**config.mk**
```make
export PLATFORM = sky130hd
export DESIGN_NAME = mssel_top
export DESIGN_NICKNAME = d
export VERILOG_FILES = /design/src/logic/mssel_ramp.v /design/src/logic/mssel_top.v
export VERILOG_INCLUDE_DIRS = /design/src /design/src/include
export SDC_FILE = /design/constraint.sdc
export NUM_CORES = 1
export LEC_CHECK = 0
export BUFFER_PORTS_ARGS = -buffer_cell sky130_fd_sc_hd__buf_2
export CAP_MARGIN = 40
export CORE_MARGIN = 4
export CORE_UTILIZATION = 35
export CTS_CLUSTER_SIZE = 10
export DETAILED_ROUTE_END_ITERATION = 8
export GPL_TIMING_DRIVEN = 0
export PLACE_DENSITY = 0.56
export REMOVE_ABC_BUFFERS = 1
export SYNTH_ARGS = -nofsm -noshare
export SYNTH_HDL_FRONTEND = slang
export SYNTH_SLANG_ARGS = --single-unit
```
**constraint.sdc**
```tcl
create_clock -name I_CLK -period 18.1 [get_ports I_CLK]
set_clock_uncertainty 0.15 [all_clocks]
set_input_delay 3.62 -clock I_CLK [delete_from_list [all_inputs] [get_ports I_CLK]]
set_output_delay 3.62 -clock I_CLK [all_outputs]
set_load 0.01 [all_outputs]
```
**src/include/mssel_consts.vh**
```
`ifndef MSSEL_CONSTS_VH
`define MSSEL_CONSTS_VH
// Register byte offsets
`define MSSEL_REG_CTRL      8'h00
`define MSSEL_REG_STATUS    8'h04
`define MSSEL_REG_OFFSET    8'h08
`define MSSEL_REG_ANALOG    8'h0C
`define MSSEL_REG_SET0      8'h10
`define MSSEL_SET_STRIDE    8'h04
`define MSSEL_REG_RAMP0     8'h20
// Control fields
`define MSSEL_CTRL_EXT_EN   0
// Data set fields
`define MSSEL_SPEED_W       12
`define MSSEL_RAMP_W        8
`define MSSEL_DEC_LSB       16
// Timing
`define MSSEL_CLK_MHZ       250
`define MSSEL_TICK_US       100
`define MSSEL_TICK_CYC      (`MSSEL_CLK_MHZ * `MSSEL_TICK_US)
`define MSSEL_BRAKE_MS      400
`define MSSEL_BRAKE_TICKS   (`MSSEL_BRAKE_MS * 1000 / `MSSEL_TICK_US)
`define MSSEL_SPEED_MAX     12'hFFF
`define MSSEL_OFS_MAX       12'd800
// Bus responses
`define MSSEL_RESP_OKAY     2'b00
`define MSSEL_RESP_SLVERR   2'b10
`endif

```
**src/logic/mssel_ramp.v**
```verilog
`default_nettype none
`include "mssel_consts.vh"
// Linear ramp: steps speed by one unit per enable until it meets target
module mssel_ramp (
    // Clock and reset
    input  wire        i_clk,
    input  wire        i_rst,
    // Control
    input  wire        i_step,
    input  wire        i_zero,
    input  wire [11:0] i_target,
    // Speed
    output reg  [11:0] o_speed
);
    always @(posedge i_clk or posedge i_rst) begin
        if (i_rst) begin
            o_speed <= 12'h000;
        end else if (i_zero) begin
            o_speed <= 12'h000;
        end else if (i_step) begin
            if (o_speed < i_target) begin
                o_speed <= o_speed + 12'h001;
            end else if (o_speed > i_target) begin
                o_speed <= o_speed - 12'h001;
            end
        end
    end
endmodule // mssel_ramp
`default_nettype wire

```
**src/logic/mssel_top.v**
```verilog
`default_nettype none
`include "mssel_consts.vh"
module mssel_top (
    // Clock and reset
    input  wire        I_CLK,
    input  wire        I_RST,
    // Discrete command inputs (asynchronous pins)
    input  wire        I_FORWARD_RUN_CMD,
    input  wire        I_REVERSE_RUN_CMD,
    input  wire        I_SET_SELECT_LO,
    input  wire        I_SET_SELECT_HI,
    // AXI4-Lite write address
    input  wire [7:0]  I_AWADDR,
    input  wire        I_AWVALID,
    output wire        O_AWREADY,
    // AXI4-Lite write data
    input  wire [31:0] I_WDATA,
    input  wire [3:0]  I_WSTRB,
    input  wire        I_WVALID,
    output wire        O_WREADY,
    // AXI4-Lite write response
    output reg  [1:0]  O_BRESP,
    output reg         O_BVALID,
    input  wire        I_BREADY,
    // AXI4-Lite read address
    input  wire [7:0]  I_ARADDR,
    input  wire        I_ARVALID,
    output wire        O_ARREADY,
    // AXI4-Lite read data
    output reg  [31:0] O_RDATA,
    output reg  [1:0]  O_RRESP,
    output reg         O_RVALID,
    input  wire        I_RREADY,
    // Motor drive
    output reg  [11:0] O_SPEED,
    output reg         O_DIR_REVERSE,
    output reg         O_DRIVE,
    output reg         O_BRAKE,
    output reg  [1:0]  O_ACTIVE_SET
);
    localparam S_IDLE  = 3'b001;
    localparam S_RUN   = 3'b010;
    localparam S_BRAKE = 3'b100;

    // Two-flop synchronisers for the pins
    reg  [3:0] pin_meta;
    reg  [3:0] pin_sync;
    always @(posedge I_CLK or posedge I_RST) begin
        if (I_RST) begin
            pin_meta <= 4'h0;
            pin_sync <= 4'h0;
        end else begin
            pin_meta <= {I_SET_SELECT_HI, I_SET_SELECT_LO,
                         I_REVERSE_RUN_CMD, I_FORWARD_RUN_CMD};
            pin_sync <= pin_meta;
        end
    end
    wire       forward_run_cmd = pin_sync[0];
    wire       reverse_run_cmd = pin_sync[1];
    wire [1:0] sel = pin_sync[3:2];

    // Registers
    reg        ext_en;
    reg [11:0] ofs;
    reg [11:0] analog;
    reg [11:0] set_speed [0:3];
    reg [31:0] set_ramp  [0:3];

    // Register index decode, shared by read and write paths
    function [3:0] reg_idx;
        input [7:0] addr;
        begin
            reg_idx = addr[5:2];
        end
    endfunction

    // Write channel: both taken together once both are offered and no response is pending
    wire wr_go = I_AWVALID && I_WVALID && !O_BVALID;
    assign O_AWREADY = wr_go;
    assign O_WREADY  = wr_go;
    wire [3:0] wi = reg_idx(I_AWADDR);
    wire wr_hit = (I_AWADDR[7:6] == 2'b00) && (wi <= 4'd11);
    integer k;
    always @(posedge I_CLK or posedge I_RST) begin
        if (I_RST) begin
            O_BVALID <= 1'b0;
            O_BRESP  <= `MSSEL_RESP_OKAY;
            ext_en   <= 1'b0;
            ofs      <= 12'h000;
            analog   <= 12'h000;
            for (k = 0; k < 4; k = k + 1) begin
                set_speed[k] <= 12'h000;
                set_ramp[k]  <= 32'h0000_0000;
            end
        end else begin
            if (O_BVALID && I_BREADY) begin
                O_BVALID <= 1'b0;
            end
            if (wr_go) begin
                O_BVALID <= 1'b1;
                O_BRESP  <= wr_hit ? `MSSEL_RESP_OKAY : `MSSEL_RESP_SLVERR;
                if (wr_hit && I_WSTRB[0]) begin
                    case (I_AWADDR & 8'hFC)
                        `MSSEL_REG_CTRL:
                            ext_en <= I_WDATA[`MSSEL_CTRL_EXT_EN];
                        `MSSEL_REG_OFFSET:
                            ofs <= (I_WDATA[11:0] > `MSSEL_OFS_MAX) ?
                                   `MSSEL_OFS_MAX : I_WDATA[11:0];
                        `MSSEL_REG_ANALOG:
                            analog <= I_WDATA[11:0];
                        default: begin
                            if (wi >= 4'd4 && wi <= 4'd7) begin
                                set_speed[wi[1:0]] <= I_WDATA[11:0];
                            end else if (wi >= 4'd8) begin
                                set_ramp[wi[1:0]] <= I_WDATA;
                            end
                        end
                    endcase
                end
            end
        end
    end

    // Read channel
    reg  [2:0] state;
    wire [3:0] ri = reg_idx(I_ARADDR);
    wire rd_hit = (I_ARADDR[7:6] == 2'b00) && (ri <= 4'd11);
    assign O_ARREADY = !O_RVALID;
    reg [31:0] rd_val;
    always @* begin
        rd_val = 32'h0000_0000;
        case (I_ARADDR & 8'hFC)
            `MSSEL_REG_CTRL:   rd_val = {31'h0, ext_en};
            `MSSEL_REG_STATUS: rd_val = {O_SPEED, 12'h000, O_ACTIVE_SET,
                                         O_BRAKE, O_DRIVE, O_DIR_REVERSE,
                                         state};
            `MSSEL_REG_OFFSET: rd_val = {20'h0, ofs};
            `MSSEL_REG_ANALOG: rd_val = {20'h0, analog};
            default: begin
                if (ri >= 4'd4 && ri <= 4'd7) begin
                    rd_val = {20'h0, set_speed[ri[1:0]]};
                end else if (ri >= 4'd8 && ri <= 4'd11) begin
                    rd_val = set_ramp[ri[1:0]];
                end
            end
        endcase
    end
    always @(posedge I_CLK or posedge I_RST) begin
        if (I_RST) begin
            O_RVALID <= 1'b0;
            O_RDATA  <= 32'h0000_0000;
            O_RRESP  <= `MSSEL_RESP_OKAY;
        end else if (O_RVALID) begin
            if (I_RREADY) begin
                O_RVALID <= 1'b0;
            end
        end else if (I_ARVALID) begin
            O_RVALID <= 1'b1;
            O_RDATA  <= rd_hit ? rd_val : 32'h0000_0000;
            O_RRESP  <= rd_hit ? `MSSEL_RESP_OKAY : `MSSEL_RESP_SLVERR;
        end
    end

    // Target speed of the selected set
    wire [12:0] ext_sum = {1'b0, analog} + {1'b0, ofs};
    wire [11:0] ext_spd = ext_sum[12] ? `MSSEL_SPEED_MAX : ext_sum[11:0];
    wire [11:0] target  = (sel == 2'b00 && ext_en) ? ext_spd
                                                   : set_speed[sel];
    wire [7:0]  acc_t   = set_ramp[sel][`MSSEL_RAMP_W-1:0];
    wire [7:0]  dec_t   = set_ramp[sel][`MSSEL_DEC_LSB+`MSSEL_RAMP_W-1:
                                        `MSSEL_DEC_LSB];

    // Time base tick
    reg [15:0] tick_cnt;
    // Widened compare keeps the 32-bit constant intact
    wire       tick = ({16'h0000, tick_cnt} == `MSSEL_TICK_CYC - 1);
    always @(posedge I_CLK or posedge I_RST) begin
        if (I_RST) begin
            tick_cnt <= 16'h0000;
        end else begin
            tick_cnt <= tick ? 16'h0000 : tick_cnt + 16'h0001;
        end
    end

    // Ramp stepping: one step every ramp_time+1 ticks per unit of speed
    // Trade-off: step spacing is fixed per set, so a full-scale change
    // takes the ramp time scaled by the distance, linear in time.
    wire [11:0] speed_now;
    reg  [11:0] ramp_tgt;
    wire        rising = (speed_now < ramp_tgt);
    wire [7:0]  step_t  = rising ? acc_t : dec_t;
    reg  [7:0]  step_cnt;
    wire        step = tick && (step_cnt >= step_t);
    always @(posedge I_CLK or posedge I_RST) begin
        if (I_RST) begin
            step_cnt <= 8'h00;
        end else if (step) begin
            step_cnt <= 8'h00;
        end else if (tick) begin
            step_cnt <= step_cnt + 8'h01;
        end
    end

    // Run control
    reg  [12:0] brake_cnt;
    wire        brake_done = ({19'h0_0000, brake_cnt} == `MSSEL_BRAKE_TICKS);
    reg         start_rev;
    wire        both  = forward_run_cmd && reverse_run_cmd;
    wire        one   = forward_run_cmd ^ reverse_run_cmd;
    wire        zero_now;
    reg  [2:0]  next_state;
    always @* begin
        next_state = state;
        case (state)
            S_IDLE: begin
                if (both && speed_now != 12'h000) begin
                    next_state = S_BRAKE;
                end else if (one) begin
                    next_state = S_RUN;
                end
            end
            S_RUN: begin
                if (both) begin
                    next_state = S_BRAKE;
                end else if (start_rev ? !reverse_run_cmd : !forward_run_cmd) begin
                    next_state = S_IDLE;
                end
            end
            S_BRAKE: begin
                if (one) begin
                    next_state = S_RUN;
                end else if (brake_done) begin
                    next_state = S_IDLE;
                end
            end
            default: next_state = S_IDLE;
        endcase
    end
    assign zero_now = (next_state == S_BRAKE);

    always @(posedge I_CLK or posedge I_RST) begin
        if (I_RST) begin
            state     <= S_IDLE;
            brake_cnt <= 13'h0000;
            start_rev <= 1'b0;
        end else begin
            state <= next_state;
            if (state != S_BRAKE) begin
                brake_cnt <= 13'h0000;
            end else if (tick) begin
                brake_cnt <= brake_cnt + 13'h0001;
            end
            if (next_state == S_RUN && state != S_RUN) begin
                start_rev <= reverse_run_cmd;
            end
        end
    end

    // Ramp target: selected speed while running, zero otherwise
    always @* begin
        ramp_tgt = (state == S_RUN) ? target : 12'h000;
    end

    mssel_ramp u_ramp (
        .i_clk    (I_CLK),
        .i_rst    (I_RST),
        .i_step   (step),
        .i_zero   (zero_now),
        .i_target (ramp_tgt),
        .o_speed  (speed_now)
    );

    // Registered drive outputs
    always @(posedge I_CLK or posedge I_RST) begin
        if (I_RST) begin
            O_SPEED       <= 12'h000;
            O_DIR_REVERSE <= 1'b0;
            O_DRIVE       <= 1'b0;
            O_BRAKE       <= 1'b0;
            O_ACTIVE_SET  <= 2'b00;
        end else begin
            O_SPEED       <= speed_now;
            O_DIR_REVERSE <= start_rev;
            O_DRIVE       <= (state == S_RUN) || (speed_now != 12'h000);
            O_BRAKE       <= (state == S_BRAKE);
            O_ACTIVE_SET  <= sel;
        end
    end
endmodule // mssel_top
`default_nettype wire

```
; ---- Word level (Yosys, flattened, before mapping)
; Index checks and enable logic that the tools add are counted.
[classes]
muxes = 51
reduce_logical = 39
eq_ne = 14
n_bitwise = 7
addsub = 6
n_lt_le_gt_ge = 16
[ops]
columns = cell, count
row1 = 2-to-1 mux 32 bit, 6
row2 = 2-to-1 mux 12 bit, 13
row3 = binary-select mux 32 bit (select 2 bit), 2
row4 = bitwise mux 128 bit, 1
row5 = one-hot mux 32 bit (4 select lines), 1
row6 = demux 32 bit (select 2 bit), 1
row7 = binary-select mux 12 bit (select 2 bit), 2
row8 = bitwise mux 48 bit, 1
row9 = 2-to-1 mux 24 bit, 2
row10 = 2-to-1 mux 13 bit, 2
row11 = demux 12 bit (select 2 bit), 1
row12 = "== test 6 x 2 -> 1 bit, second input constant", 4
row13 = 2-to-1 mux 8 bit, 3
row14 = 2-to-1 mux 3 bit, 6
row15 = "adder 16 x 1 -> 16 bit, second input constant", 1
row16 = "== test 16 x 15 -> 1 bit, second input constant", 1
row17 = zero test 8 bit, 2
row18 = 2-to-1 mux 16 bit, 1
row19 = logical AND 1 bit, 15
row20 = adder 12 x 12 -> 13 bit, 1
row21 = "adder 13 x 1 -> 13 bit, second input constant", 1
row22 = "== test 13 x 12 -> 1 bit, second input constant", 1
row23 = "adder 12 x 1 -> 12 bit, second input constant", 1
row24 = "> comparator 12 x 10 -> 1 bit, second input constant", 1
row25 = 34 further kinds, 63
[word_totals]
input_bits = 63
output_inout_bits = 58
regBits = 317
elab_cells = 162

; ---- Longest topological paths before layout
; Gate-level depths: netlist of run 1.
[logic_depth]
word_depth = 12
mapped_depth = 29
mapped_depth_nobuf = 25

; ---- By module
; From an unflattened synthesis of run 1, not the netlist that was laid out.
[unflattened]
cells_unflattened = 1331
area_unflattened_um2 = 16276.9
[modules_own_cells]
columns = mod, area_per_inst_um2, seq_area_each_um2, n_inst, cells_each
row1 = mssel_top, 14980.6, 7583.5, 1, 1181
row2 = mssel_ramp, 1296.2, 300.3, 1, 150

; ---- Worst setup path before layout of run 1
; Ideal clock, no wire load.
[synth_path]
path_kind = input -> output
start = in I_AWVALID
end = out O_WREADY
arrival_ns = 3.984
setup_slack_ns = 10.346
cell_stages = 3
required_ns = 14.330
path_buffers = 1
cell_sequence = nand3_1 > inv_1 > buf_4
[synth_between]
elab_chain_len = 2
[synth_rtl]
columns = element, line
row1 = "start, declared", mssel_top.v:14  ; input wire I_AWVALID,
row2 = logical AND 1 bit (2 in series), mssel_top.v:78  ; wire wr_go = I_AWVALID && I_WVALID && !O_BVALID;
row3 = "end, declared", mssel_top.v:20  ; output wire O_WREADY,
; Every way passes these cells.

; ---- Final worst setup path of run 1
[layout_path]
start = reg ofs[0]
end = reg u_ramp.o_speed[11]
[layout_between]
elab_chain_len = 10
word_cells_on_any_way = 15
cone_classes = 1 x add/sub / 3 x order compare / 7 x mux / 4 x reduce/logical
[layout_rtl]
columns = element, line
row1 = "start, declared", mssel_top.v:64  ; reg [11:0] ofs;
row2 = "start signal, assigned", mssel_top.v:107  ; ofs <= (I_WDATA[11:0] > `MSSEL_OFS_MAX) ?
row3 = adder 12 x 12 -> 13 bit *, mssel_top.v:165  ; wire [12:0] ext_sum = {1'b0, analog} + {1'b0, ofs};
row4 = 2-to-1 mux 12 bit *, mssel_top.v:166  ; wire [11:0] ext_spd = ext_sum[12] ? `MSSEL_SPEED_MAX : ext_sum[11:0];
row5 = 2-to-1 mux 12 bit *, mssel_top.v:167  ; wire [11:0] target = (sel == 2'b00 && ext_en) ? ext_spd
row6 = 2-to-1 mux 12 bit *, mssel_top.v:261  ; ramp_tgt = (state == S_RUN) ? target : 12'h000;
row7 = less-than comparator 12 bit, "mssel_ramp.v:21, mssel_top.v:190"
row8 = 2-to-1 mux 8 bit, mssel_top.v:191  ; wire [7:0] step_t = rising ? acc_t : dec_t;
row9 = >= comparator 8 bit, mssel_top.v:193  ; wire step = tick && (step_cnt >= step_t);
row10 = logical AND 1 bit, mssel_top.v:193
row11 = nonzero test 2 bit (no source line), -
row12 = AND reduction 2 bit (no source line), -
row13 = "end signal, assigned", mssel_ramp.v:22  ; o_speed <= o_speed + 12'h001;
row14 = "end signal, assigned", mssel_ramp.v:24  ; o_speed <= o_speed - 12'h001;
row15 = "end, declared", mssel_ramp.v:13  ; output reg [11:0] o_speed
; Every way passes the cells marked *; elsewhere a longest branch is shown, timed or not. The select of a mux whose other input is x is not followed.
; A chain may end at the register's enable or synchronous reset.

==> results.cfg, run 1 <==
[yosys]
synth_ff_type = dfrtp_1
yosysMostFrequentCell = dfrtp_1
yosys.area.top_type_share = 0.486
syn-instance-count = 1356
synth_edf_count = 0
synth_area_leaders = dfrtp_1 (49%), mux2_2 (13%), mux4_2 (6.4%)
synth-seq-area-share = 0.488
ys_ff_latch = 315
synth_warnings = 0
synthTopCellsByCount = dfrtp_1 (314), mux2_2 (190), nand2_1 (103), nor2_1 (82), o21ai_0 (68)
ys_types = 71
avgSynthCellArea_sq_um = 11.9
syn-cell-area_sq_mm = 0.0162
yosysTopAreaCell = dfrtp_1
synthArstFlopShare = 1.00

[clocking]
clock-sinks = 315
cts_max_level = 2
cts_tree = done
cts_hold_buf = 0
root_buffer = clkbuf_16
postCtsResizedCells = 0
clk_pin_slew_worst_paths_ps = 60
cts.path.max_buffers = 3
clk_latency_ps = 530
numCtsBuffers = 39
cts_setup_buffers = 0

[worst_setup_path]
worstPathRequired_ps = 18370
cpPeakStageDelay_ps = 630
path_buf_inv = 3
critPathLaunchType = flip-flop
critPathLaunch = ofs[0]
path_depth = 26
cp.arrival_ps = 8080
cp_top_family = compound AO/OA/AOI/OAI gates
endpoint_kind = flip-flop
crit_type = flip-flop to flip-flop
crit_path_max_fanout = 19
reg2reg_depth = 26
slowest_stage = nor2_4
r2r_start = ofs[0]

[route]
vias = 11300
viasPerCell = 5.49
drtPass1Iterations = 7
ant_nets = 0
wl_per_cell_um = 21.4
drc = 0
drt_iter0_drc = 745
routed_wirelength_um = 44200

[grt]
grt_max_degree = 112
grt-ovfl-total = 0
grtUsageMet2 = 0.289
grt_util_met3 = 0.0293
grt_use_met1 = 0.249
antenna_found_initial = 2
track_usage = 0.176
grt_pass1_vias = 11500
grt_pass1_wl_um = 69000
top_usage_layer = met2

[placed_design]
place_hpwl_um = 30200
placed_cell_area_sq_mm = 0.0176
numPortBuffers = 111
gp_congestion = 0.827

[pwr]
power_density_mw_per_mm2 = 92.4
p_leak_nw = 8.80
ir_worst_vdd_mv = 0.0554
design_power_total_w = 0.00173

[sta]
fmax_mhz = 128
rsz0062_at_grt = false
relSlewSlack = 0.434
setup_viol = 0
final_max_slew_viol_count = 0
fin_tns_setup_ps = 0
fin_crit_ps = 7820
hold_violations = 0
worst_slew_pin_slew_ps = 847
fin_crit_sh = 0.432

[die]
initial_utilization = 0.355
std_cell_rows = 78
fp.dieH_um = 223
die_w_um = 223
core_area_sq_mm = 0.0455
pin_count = 121
dieArea_sq_mm = 0.0497

[finish]
design_area_sq_mm = 0.0187
num-nets-final = 1560
area_delta_synth_final_pct = 16.0
antennaDiodeCount = 0
drive_above_1_share = 0.303
post-route-util = 0.412

[status]
status = completed

[min_path]
hold_class = flip-flop to flip-flop
hold_depth = 0
hold_start = pin_meta[3]

[flow_run]
drv_cap = 0
## flip-flops by register name (all words and copies together), names as in the netlist
register	cells
state	3
O_DRIVE	1
O_ACTIVE_SET	2
pin_meta	4
O_BVALID	1
O_RRESP	1
brake_cnt	13
O_BRAKE	1
O_RDATA	32
u_ramp.o_speed	12
start_rev	1
O_BRESP	1
ofs	12
set_speed	48
pin_sync	4
O_RVALID	1
ext_en	1
O_DIR_REVERSE	1
analog	12
set_ramp	128
step_cnt	8
tick_cnt	16
O_SPEED	12
## cells in the final DEF (no fill, tap or decap), drive strengths merged, types with 12 or more instances in the layout
master / n
a211oi: 13
a21oi: 37
a22o: 16
a22oi: 20
a31oi: 16
buf: 137
clkbuf: 53
dfrtp: 314
ha: 47
inv: 23
mux2: 191
mux2i: 45
mux4: 46
nand2: 103
nand3: 27
nand4: 17
nor2: 83
nor2b: 12
nor3: 12
o21ai: 68
xnor2: 23
xor2: 18
## report_power, final
group	leakage [nW]	total, W	internal [W]	switching (W)
logic	3.92	0.000249	0.0000998	0.000150
registers	4.32	0.000753	0.000730	0.0000230
clock network	0.565	0.000728	0.000436	0.000292
total	8.80	0.00173	0.00127	0.000465
## final cells by class
type,instances,area [sq um]
Sequential cell,315,7890
Fill cell,4377,26700
Tap cell,600,751
Multi-Input combinational cell,932,7870
Timing Repair Buffer,137,986
Clock inverter,3,40.0
Clock buffer,53,1110
Inverter,23,93.8
## per-layer routing
| layer | part of all wire | up-vias |
|---|---|---|
| met3 | 0.041 | 49 |
| met2 | 0.48 | 230 |
| met4 | 0.016 | 2 |
| met1 | 0.47 | 5823 |
| li1 | - | 5212 |
| met5 | 0.00018 | - |
## path summary, 6_finish.rpt
kind	end	slack, ps
max	u_ramp.o_speed[11]	10290
min	pin_sync[3]	200
max reg2reg	u_ramp.o_speed[11]	10290
min reg2reg	pin_sync[3]	200
max in group asynchronous	O_RDATA[13]	13720
min in group asynchronous	set_ramp[123]	3050
## metrics by stage
step / hold slack (ps) / worst slack (ps) / instances
after floorplan: 181 / 5620 / 1270
after global placement: 187 / 1820 / 1981
after detailed placement: 186 / 10250 / 2007
after CTS: 199 / 10250 / 2063
after global routing: 201 / 9810 / 2063
final: 200 / 10290 / 2063
## kinds of logic after synthesis
logic type | after synthesis | synth area share
adder cells (fa/ha/maj) | 49 | 0.0389
flip-flops | 315 | 0.488
XOR/XNOR | 41 | 0.0222
AO/OA/AOI/OAI | 249 | 0.106
multiplexers | 282 | 0.225
AND/OR/NAND/NOR | 309 | 0.0925
other | 1 | 0.000232
buffers and inverters | 110 | 0.0276
No activity file was read; power rests on OpenSTA's default activity.
==> inputs of run 2 (changes only) <==
==> constraint.sdc (replaced) <==
create_clock -name I_CLK -period 7.6 [get_ports I_CLK]
set_clock_uncertainty 0.15 [all_clocks]
set_input_delay 1.52 -clock I_CLK [delete_from_list [all_inputs] [get_ports I_CLK]]
set_output_delay 1.52 -clock I_CLK [all_outputs]
set_load 0.01 [all_outputs]
==> results.cfg, run 2 (synthesized netlist as in run 1, its figures left out) <==
[status]
status = completed

[grt]
grt_max_degree = 112
track_usage = 0.178
grt-ovfl-total = 0
grt_pass1_vias = 11500
antenna_found_initial = 2
grt_pass1_wl_um = 69500

[finish]
seq_area_sq_mm = 0.00789
post-route-util = 0.414
area_delta_synth_final_pct = 16.4
final_cell_mix = dfrtp_1 (312), mux2_2 (190), buf_2 (110)
largest_reg_flops = 128
drive_above_1_share = 0.307
multi_input_area_sq_mm = 0.00790
top_register = set_ramp
stdcell_count = 2068
top_regs = set_ramp: 128 flops, set_speed: 48 flops, O_RDATA: 32 flops
final_common_cell = dfrtp_1
antennaDiodeCount = 0
nFillCells = 4372
num-nets-final = 1565

[clocking]
clk_latency_ps = 530
root_buffer = clkbuf_16
cts.path.max_buffers = 3
clock-sinks = 315
cts_max_level = 2
numCtsBuffers = 39
clk_pin_slew_worst_paths_ps = 60
cts_hold_buf = 0
cts_tree = done

[min_path]
hold_class = flip-flop to flip-flop
hold_start = pin_meta[3]
holdPathEnd = pin_sync[3]
hold_depth = 0

[sta]
fin_crit_ps = 7210
relSlewSlack = 0.423
finalWorstSetupSlack_ps = 392
final_max_slew_viol_count = 0
hold_violations = 0
fin_crit_sh = 0.948
fmax_mhz = 139
worst_slew_pin_slew_ps = 864
rsz0062_at_grt = false
setup_viol = 0

[placed_design]
numPortBuffers = 111
gp_congestion = 0.827
place_hpwl_um = 30200
place_inst = 2007
place_ws_ps = -245

[pwr]
p_leak_nw = 8.83
power_density_mw_per_mm2 = 222
design_power_total_w = 0.00417
ir_worst_vdd_mv = 0.131

[die]
core_area_sq_mm = 0.0455
fp.dieH_um = 223
die_w_um = 223
initial_utilization = 0.355
pin_count = 121
dieArea_sq_mm = 0.0497
std_cell_rows = 78

[worst_setup_path]
r2r_start = ofs[0]
reg2reg_depth = 25
worstPathRequired_ps = 7870
critPathLaunch = ofs[0]
crit_path_max_fanout = 14
rrSetupSlack_ps = 390
crit_type = flip-flop to flip-flop
critPathLaunchType = flip-flop
regToRegEndpoint = u_ramp.o_speed[11]
cp.arrival_ps = 7470
endpoint_kind = flip-flop

[route]
routed_wirelength_um = 44500
wl_per_cell_um = 21.5
drtPass1Iterations = 7
drc = 0
viasPerCell = 5.50
ant_nets = 0
drt_iter0_drc = 713
vias = 11400

[flow_run]
drv_cap = 0
run 2: changes by cell type in the layout (fill, tap and decap cells not counted), sizes merged:
cell | previous run | this run
a21oi | 37 | 38
buf | 137 | 141
run 2: what timing repair did:
| action | in CTS | in global routing |
|---|---|---|
| gates cloned | 1 | 0 |
| resized for setup | 0 | 4 |
| pin swaps | 1 | 0 |
| setup endpoints to repair | 12 | 12 |
| buffers inserted | 4 | 0 |
run 2: layout make-up:
cell class                      count  share of cell area
Multi-Input combinational cell    933               0.420
Sequential cell                   315               0.419
Clock buffer                       53              0.0591
Timing Repair Buffer              141              0.0547
Tap cell                          600              0.0399
Inverter                           23             0.00499
Clock inverter                      3             0.00213
run 2: worst max path at each step:
stage / end / cells after the start
after CTS: u_ramp.o_speed[11] / 25
after detailed placement: u_ramp.o_speed[11] / 26
after global placement: O_RDATA[13] / 2
after floorplan: O_ACTIVE_SET[0] / 1
after global routing: u_ramp.o_speed[11] / 25
final: u_ramp.o_speed[11] / 25
run 2: critical path, cell delays in order (launching register included):
cell and delay [ps]:
dfrtp_1 400, ha_1 270, fa_1 420, a21o_1 200
a21oi_1 320, o21a_1 200, nor2_1 70, o31ai_1 180
nand2_1 360, o21ai_0 500, ha_1 210, nand4_1 140
or3b_4 480, a21oi_4 480, a31oi_1 160, o311a_1 160
o21a_1 170, a221o_1 280, ha_1 280, a21o_1 100
a211oi_1 70, o31ai_2 440, buf_2 240, o311ai_4 270
nor2_1 190, mux2_1 330
run 2: where the power goes:
part           total, W  internal (W)  leakage [nW]  switching, W
combinational  0.000642      0.000263          3.95      0.000379
sequential      0.00179       0.00174          4.32     0.0000549
clock           0.00173       0.00104         0.565      0.000694
total           0.00417       0.00304          8.83       0.00113
run 2: routing by layer:
metal / vias up / GRT usage / part of all wire
li1: 5216 / - / -
met1: 5799 / 0.251 / 0.46
met2: 299 / 0.291 / 0.48
met3: 48 / 0.0316 / 0.050
met4: 2 / 0.0366 / 0.016
met5: - / 0 / 0.00018
run 2: through the flow:
| step | hold WS, ps | setup TNS [ps] | cell area, sq um |
|---|---|---|---|
| finish | 200 | 0 | 18800 |
| global placement | 187 | -2141950 | 17100 |
| CTS | 199 | 0 | 18800 |
| detailed placement | 186 | -718 | 17600 |
| floorplan | 181 | -874100 | 15800 |
| global route | 201 | 0 | 18800 |
==> inputs of run 3 (changes only) <==
--- a/config.mk
+++ b/config.mk
@@ -13,8 +13,9 @@
 export CTS_CLUSTER_SIZE = 10
 export DETAILED_ROUTE_END_ITERATION = 8
 export GPL_TIMING_DRIVEN = 0
-export PLACE_DENSITY = 0.56
+export PLACE_DENSITY_LB_ADDON = 0.2
 export REMOVE_ABC_BUFFERS = 1
+export SKIP_LAST_GASP = 1
 export SYNTH_ARGS = -nofsm -noshare
 export SYNTH_HDL_FRONTEND = slang
 export SYNTH_SLANG_ARGS = --single-unit
==> results.cfg, run 3 (synthesized netlist as in run 1, its figures left out) <==
[route]
met3_length_um = 2280
viasPerCell = 5.51
met2_length_um = 21900
drt_iter0_drc = 679
wl_per_cell_um = 21.8
drtPass1Iterations = 4
vias = 11400
top_layer = met5
wl_met1_um = 20100
drc = 0
ant_nets = 0
routed_wirelength_um = 45100

[grt]
grt-ovfl-total = 0
grt_pass1_vias = 12000
grt_max_degree = 116
track_usage = 0.182
antenna_found_initial = 2
grt_pass1_wl_um = 71500

[clocking]
numCtsBuffers = 39
cts_max_level = 2
cts.path.max_buffers = 3
cts_hold_buf = 0
root_buffer = clkbuf_16
cts_tree = done
clk_pin_slew_worst_paths_ps = 60
clk_latency_ps = 550
clock-sinks = 315

[finish]
antennaDiodeCount = 0
top_register = set_ramp
design_area_sq_mm = 0.0189
post-route-util = 0.415
drive_above_1_share = 0.308
top_regs = set_ramp: 128 flops, set_speed: 48 flops, O_RDATA: 32 flops
final_cell_mix = dfrtp_1 (312), mux2_2 (190), buf_2 (110)
final_common_cell = dfrtp_1
num-nets-final = 1565
area_delta_synth_final_pct = 16.7
largest_reg_flops = 128

[die]
initial_utilization = 0.355
dieArea_sq_mm = 0.0497
pin_count = 121
std_cell_rows = 78
die_w_um = 223
fp.dieH_um = 223
core_area_sq_mm = 0.0455

[worst_setup_path]
crit_chain = ha_1 > fa_1 > a21o_1 > a21oi_1 > o21a_1 > nor2_1 > o31ai_1 > nand2_2 > o221ai_1 > ha_1 > a21oi_1 > a21oi_4 > o311a_1 > o21a_1 > a221o_1 > ha_1 > a21o_1 > a211oi_1 > o31ai_2 > buf_2 > o311ai_4 > nor2_1 > mux2_1
cp.arrival_ps = 7340
cp_common_cell = ha_1
crit_type = flip-flop to flip-flop
worstPathRequired_ps = 7870
endpoint_kind = flip-flop
crit_path_max_fanout = 14
slowest_stage = a21oi_1
cpPeakStageDelay_ps = 590
critPathLaunchType = flip-flop

[pwr]
clkPwrFrac = 0.410
ir_worst_vdd_mv = 0.124
p_leak_nw = 8.84
p_sw_w = 0.00114
swShare = 0.273
intPower_w = 0.00303
power_density_mw_per_mm2 = 221
p_seq_frac = 0.430
pwr-share-comb = 0.159

[flow_run]
drv_cap = 0

[sta]
fin_crit_ps = 7070
fmax_mhz = 141
worst_slew_pin_slew_ps = 884
rsz0062_at_grt = false
relSlewSlack = 0.409
setup_viol = 0
final_max_slew_viol_count = 0
fin_crit_sh = 0.930
hold_violations = 0

[placed_design]
placed_cell_area_sq_mm = 0.0176
place_hpwl_um = 30800
numPortBuffers = 111
gp_congestion = 0.807

[status]
status = completed

[min_path]
hold_class = flip-flop to flip-flop
[run 3: critical path, delay by kind of cell (launching register included)]
| kind | cells | cell delay, ps |
|---|---|---|
| adder cells (fa/ha/maj) | 4 | 1280 |
| buffers and inverters | 1 | 230 |
| multiplexers | 1 | 330 |
| AND/OR/NAND/NOR | 3 | 550 |
| flip-flops | 1 | 410 |
| AO/OA/AOI/OAI | 14 | 4000 |
[run 3: power by group through the flow]
stage,clock (W),sequential (W),combinational [W]
after detailed placement,0,0.00182,0.000605
final,0.00171,0.00179,0.000664
after global placement,0,0.00183,0.000571
after global routing,0.00183,0.00180,0.000729
after CTS,0.00177,0.00179,0.000639
after floorplan,0,0.00181,0.000397
[run 3: worst paths after layout]
check	depth (start not counted)	endpoint	slack [ps]	from
setup / recovery	23	u_ramp.o_speed[11]	530	ofs[0]
hold / removal	0	pin_sync[1]	200	pin_meta[1]
setup reg to reg	23	u_ramp.o_speed[11]	530	ofs[0]
hold reg to reg	0	pin_sync[1]	200	pin_meta[1]
max in group asynchronous	4	set_ramp[14]	5230	I_RST
min in group asynchronous	2	O_RDATA[26]	770	I_RST
[run 3: per-stage QoR]
stage          hold WS, ps  cells  power (W)  TNS [ps]  setup WS [ps]
2_1_floorplan          181   1270    0.00221   -874100          -2780
4_1_cts                204   2067    0.00420         0           51.3
3_3_place_gp           186   1981    0.00240  -2202980          -6750
6_report               204   2069    0.00417         0            530
5_1_grt                208   2069    0.00436         0            103
3_5_place_dp           192   2007    0.00243      -302           -173
[run 3: final cells by class]
class	count	area (sq um)
well taps	600	751
repair buffers	141	1050
fillers	4353	26600
inverters	23	93.8
multi-input cells	933	7930
flip-flops and latches	315	7890
clock buffers	55	1130
clock inverters	2	10.0
[run 3: routing by layer]
layer / global-route usage / vias to the layer above
li1: - / 5216
met1: 0.246 / 5868
met2: 0.303 / 255
met3: 0.0386 / 66
met4: 0.0428 / 2
met5: 0 / -
[run 3: what timing repair did]
item                                    4_1_cts  5_1_grt
gates resized for setup                       0        7
cloned                                        1        0
pin swaps                                     1        0
buffers inserted                              2        2
endpoints found under the setup margin        4       12
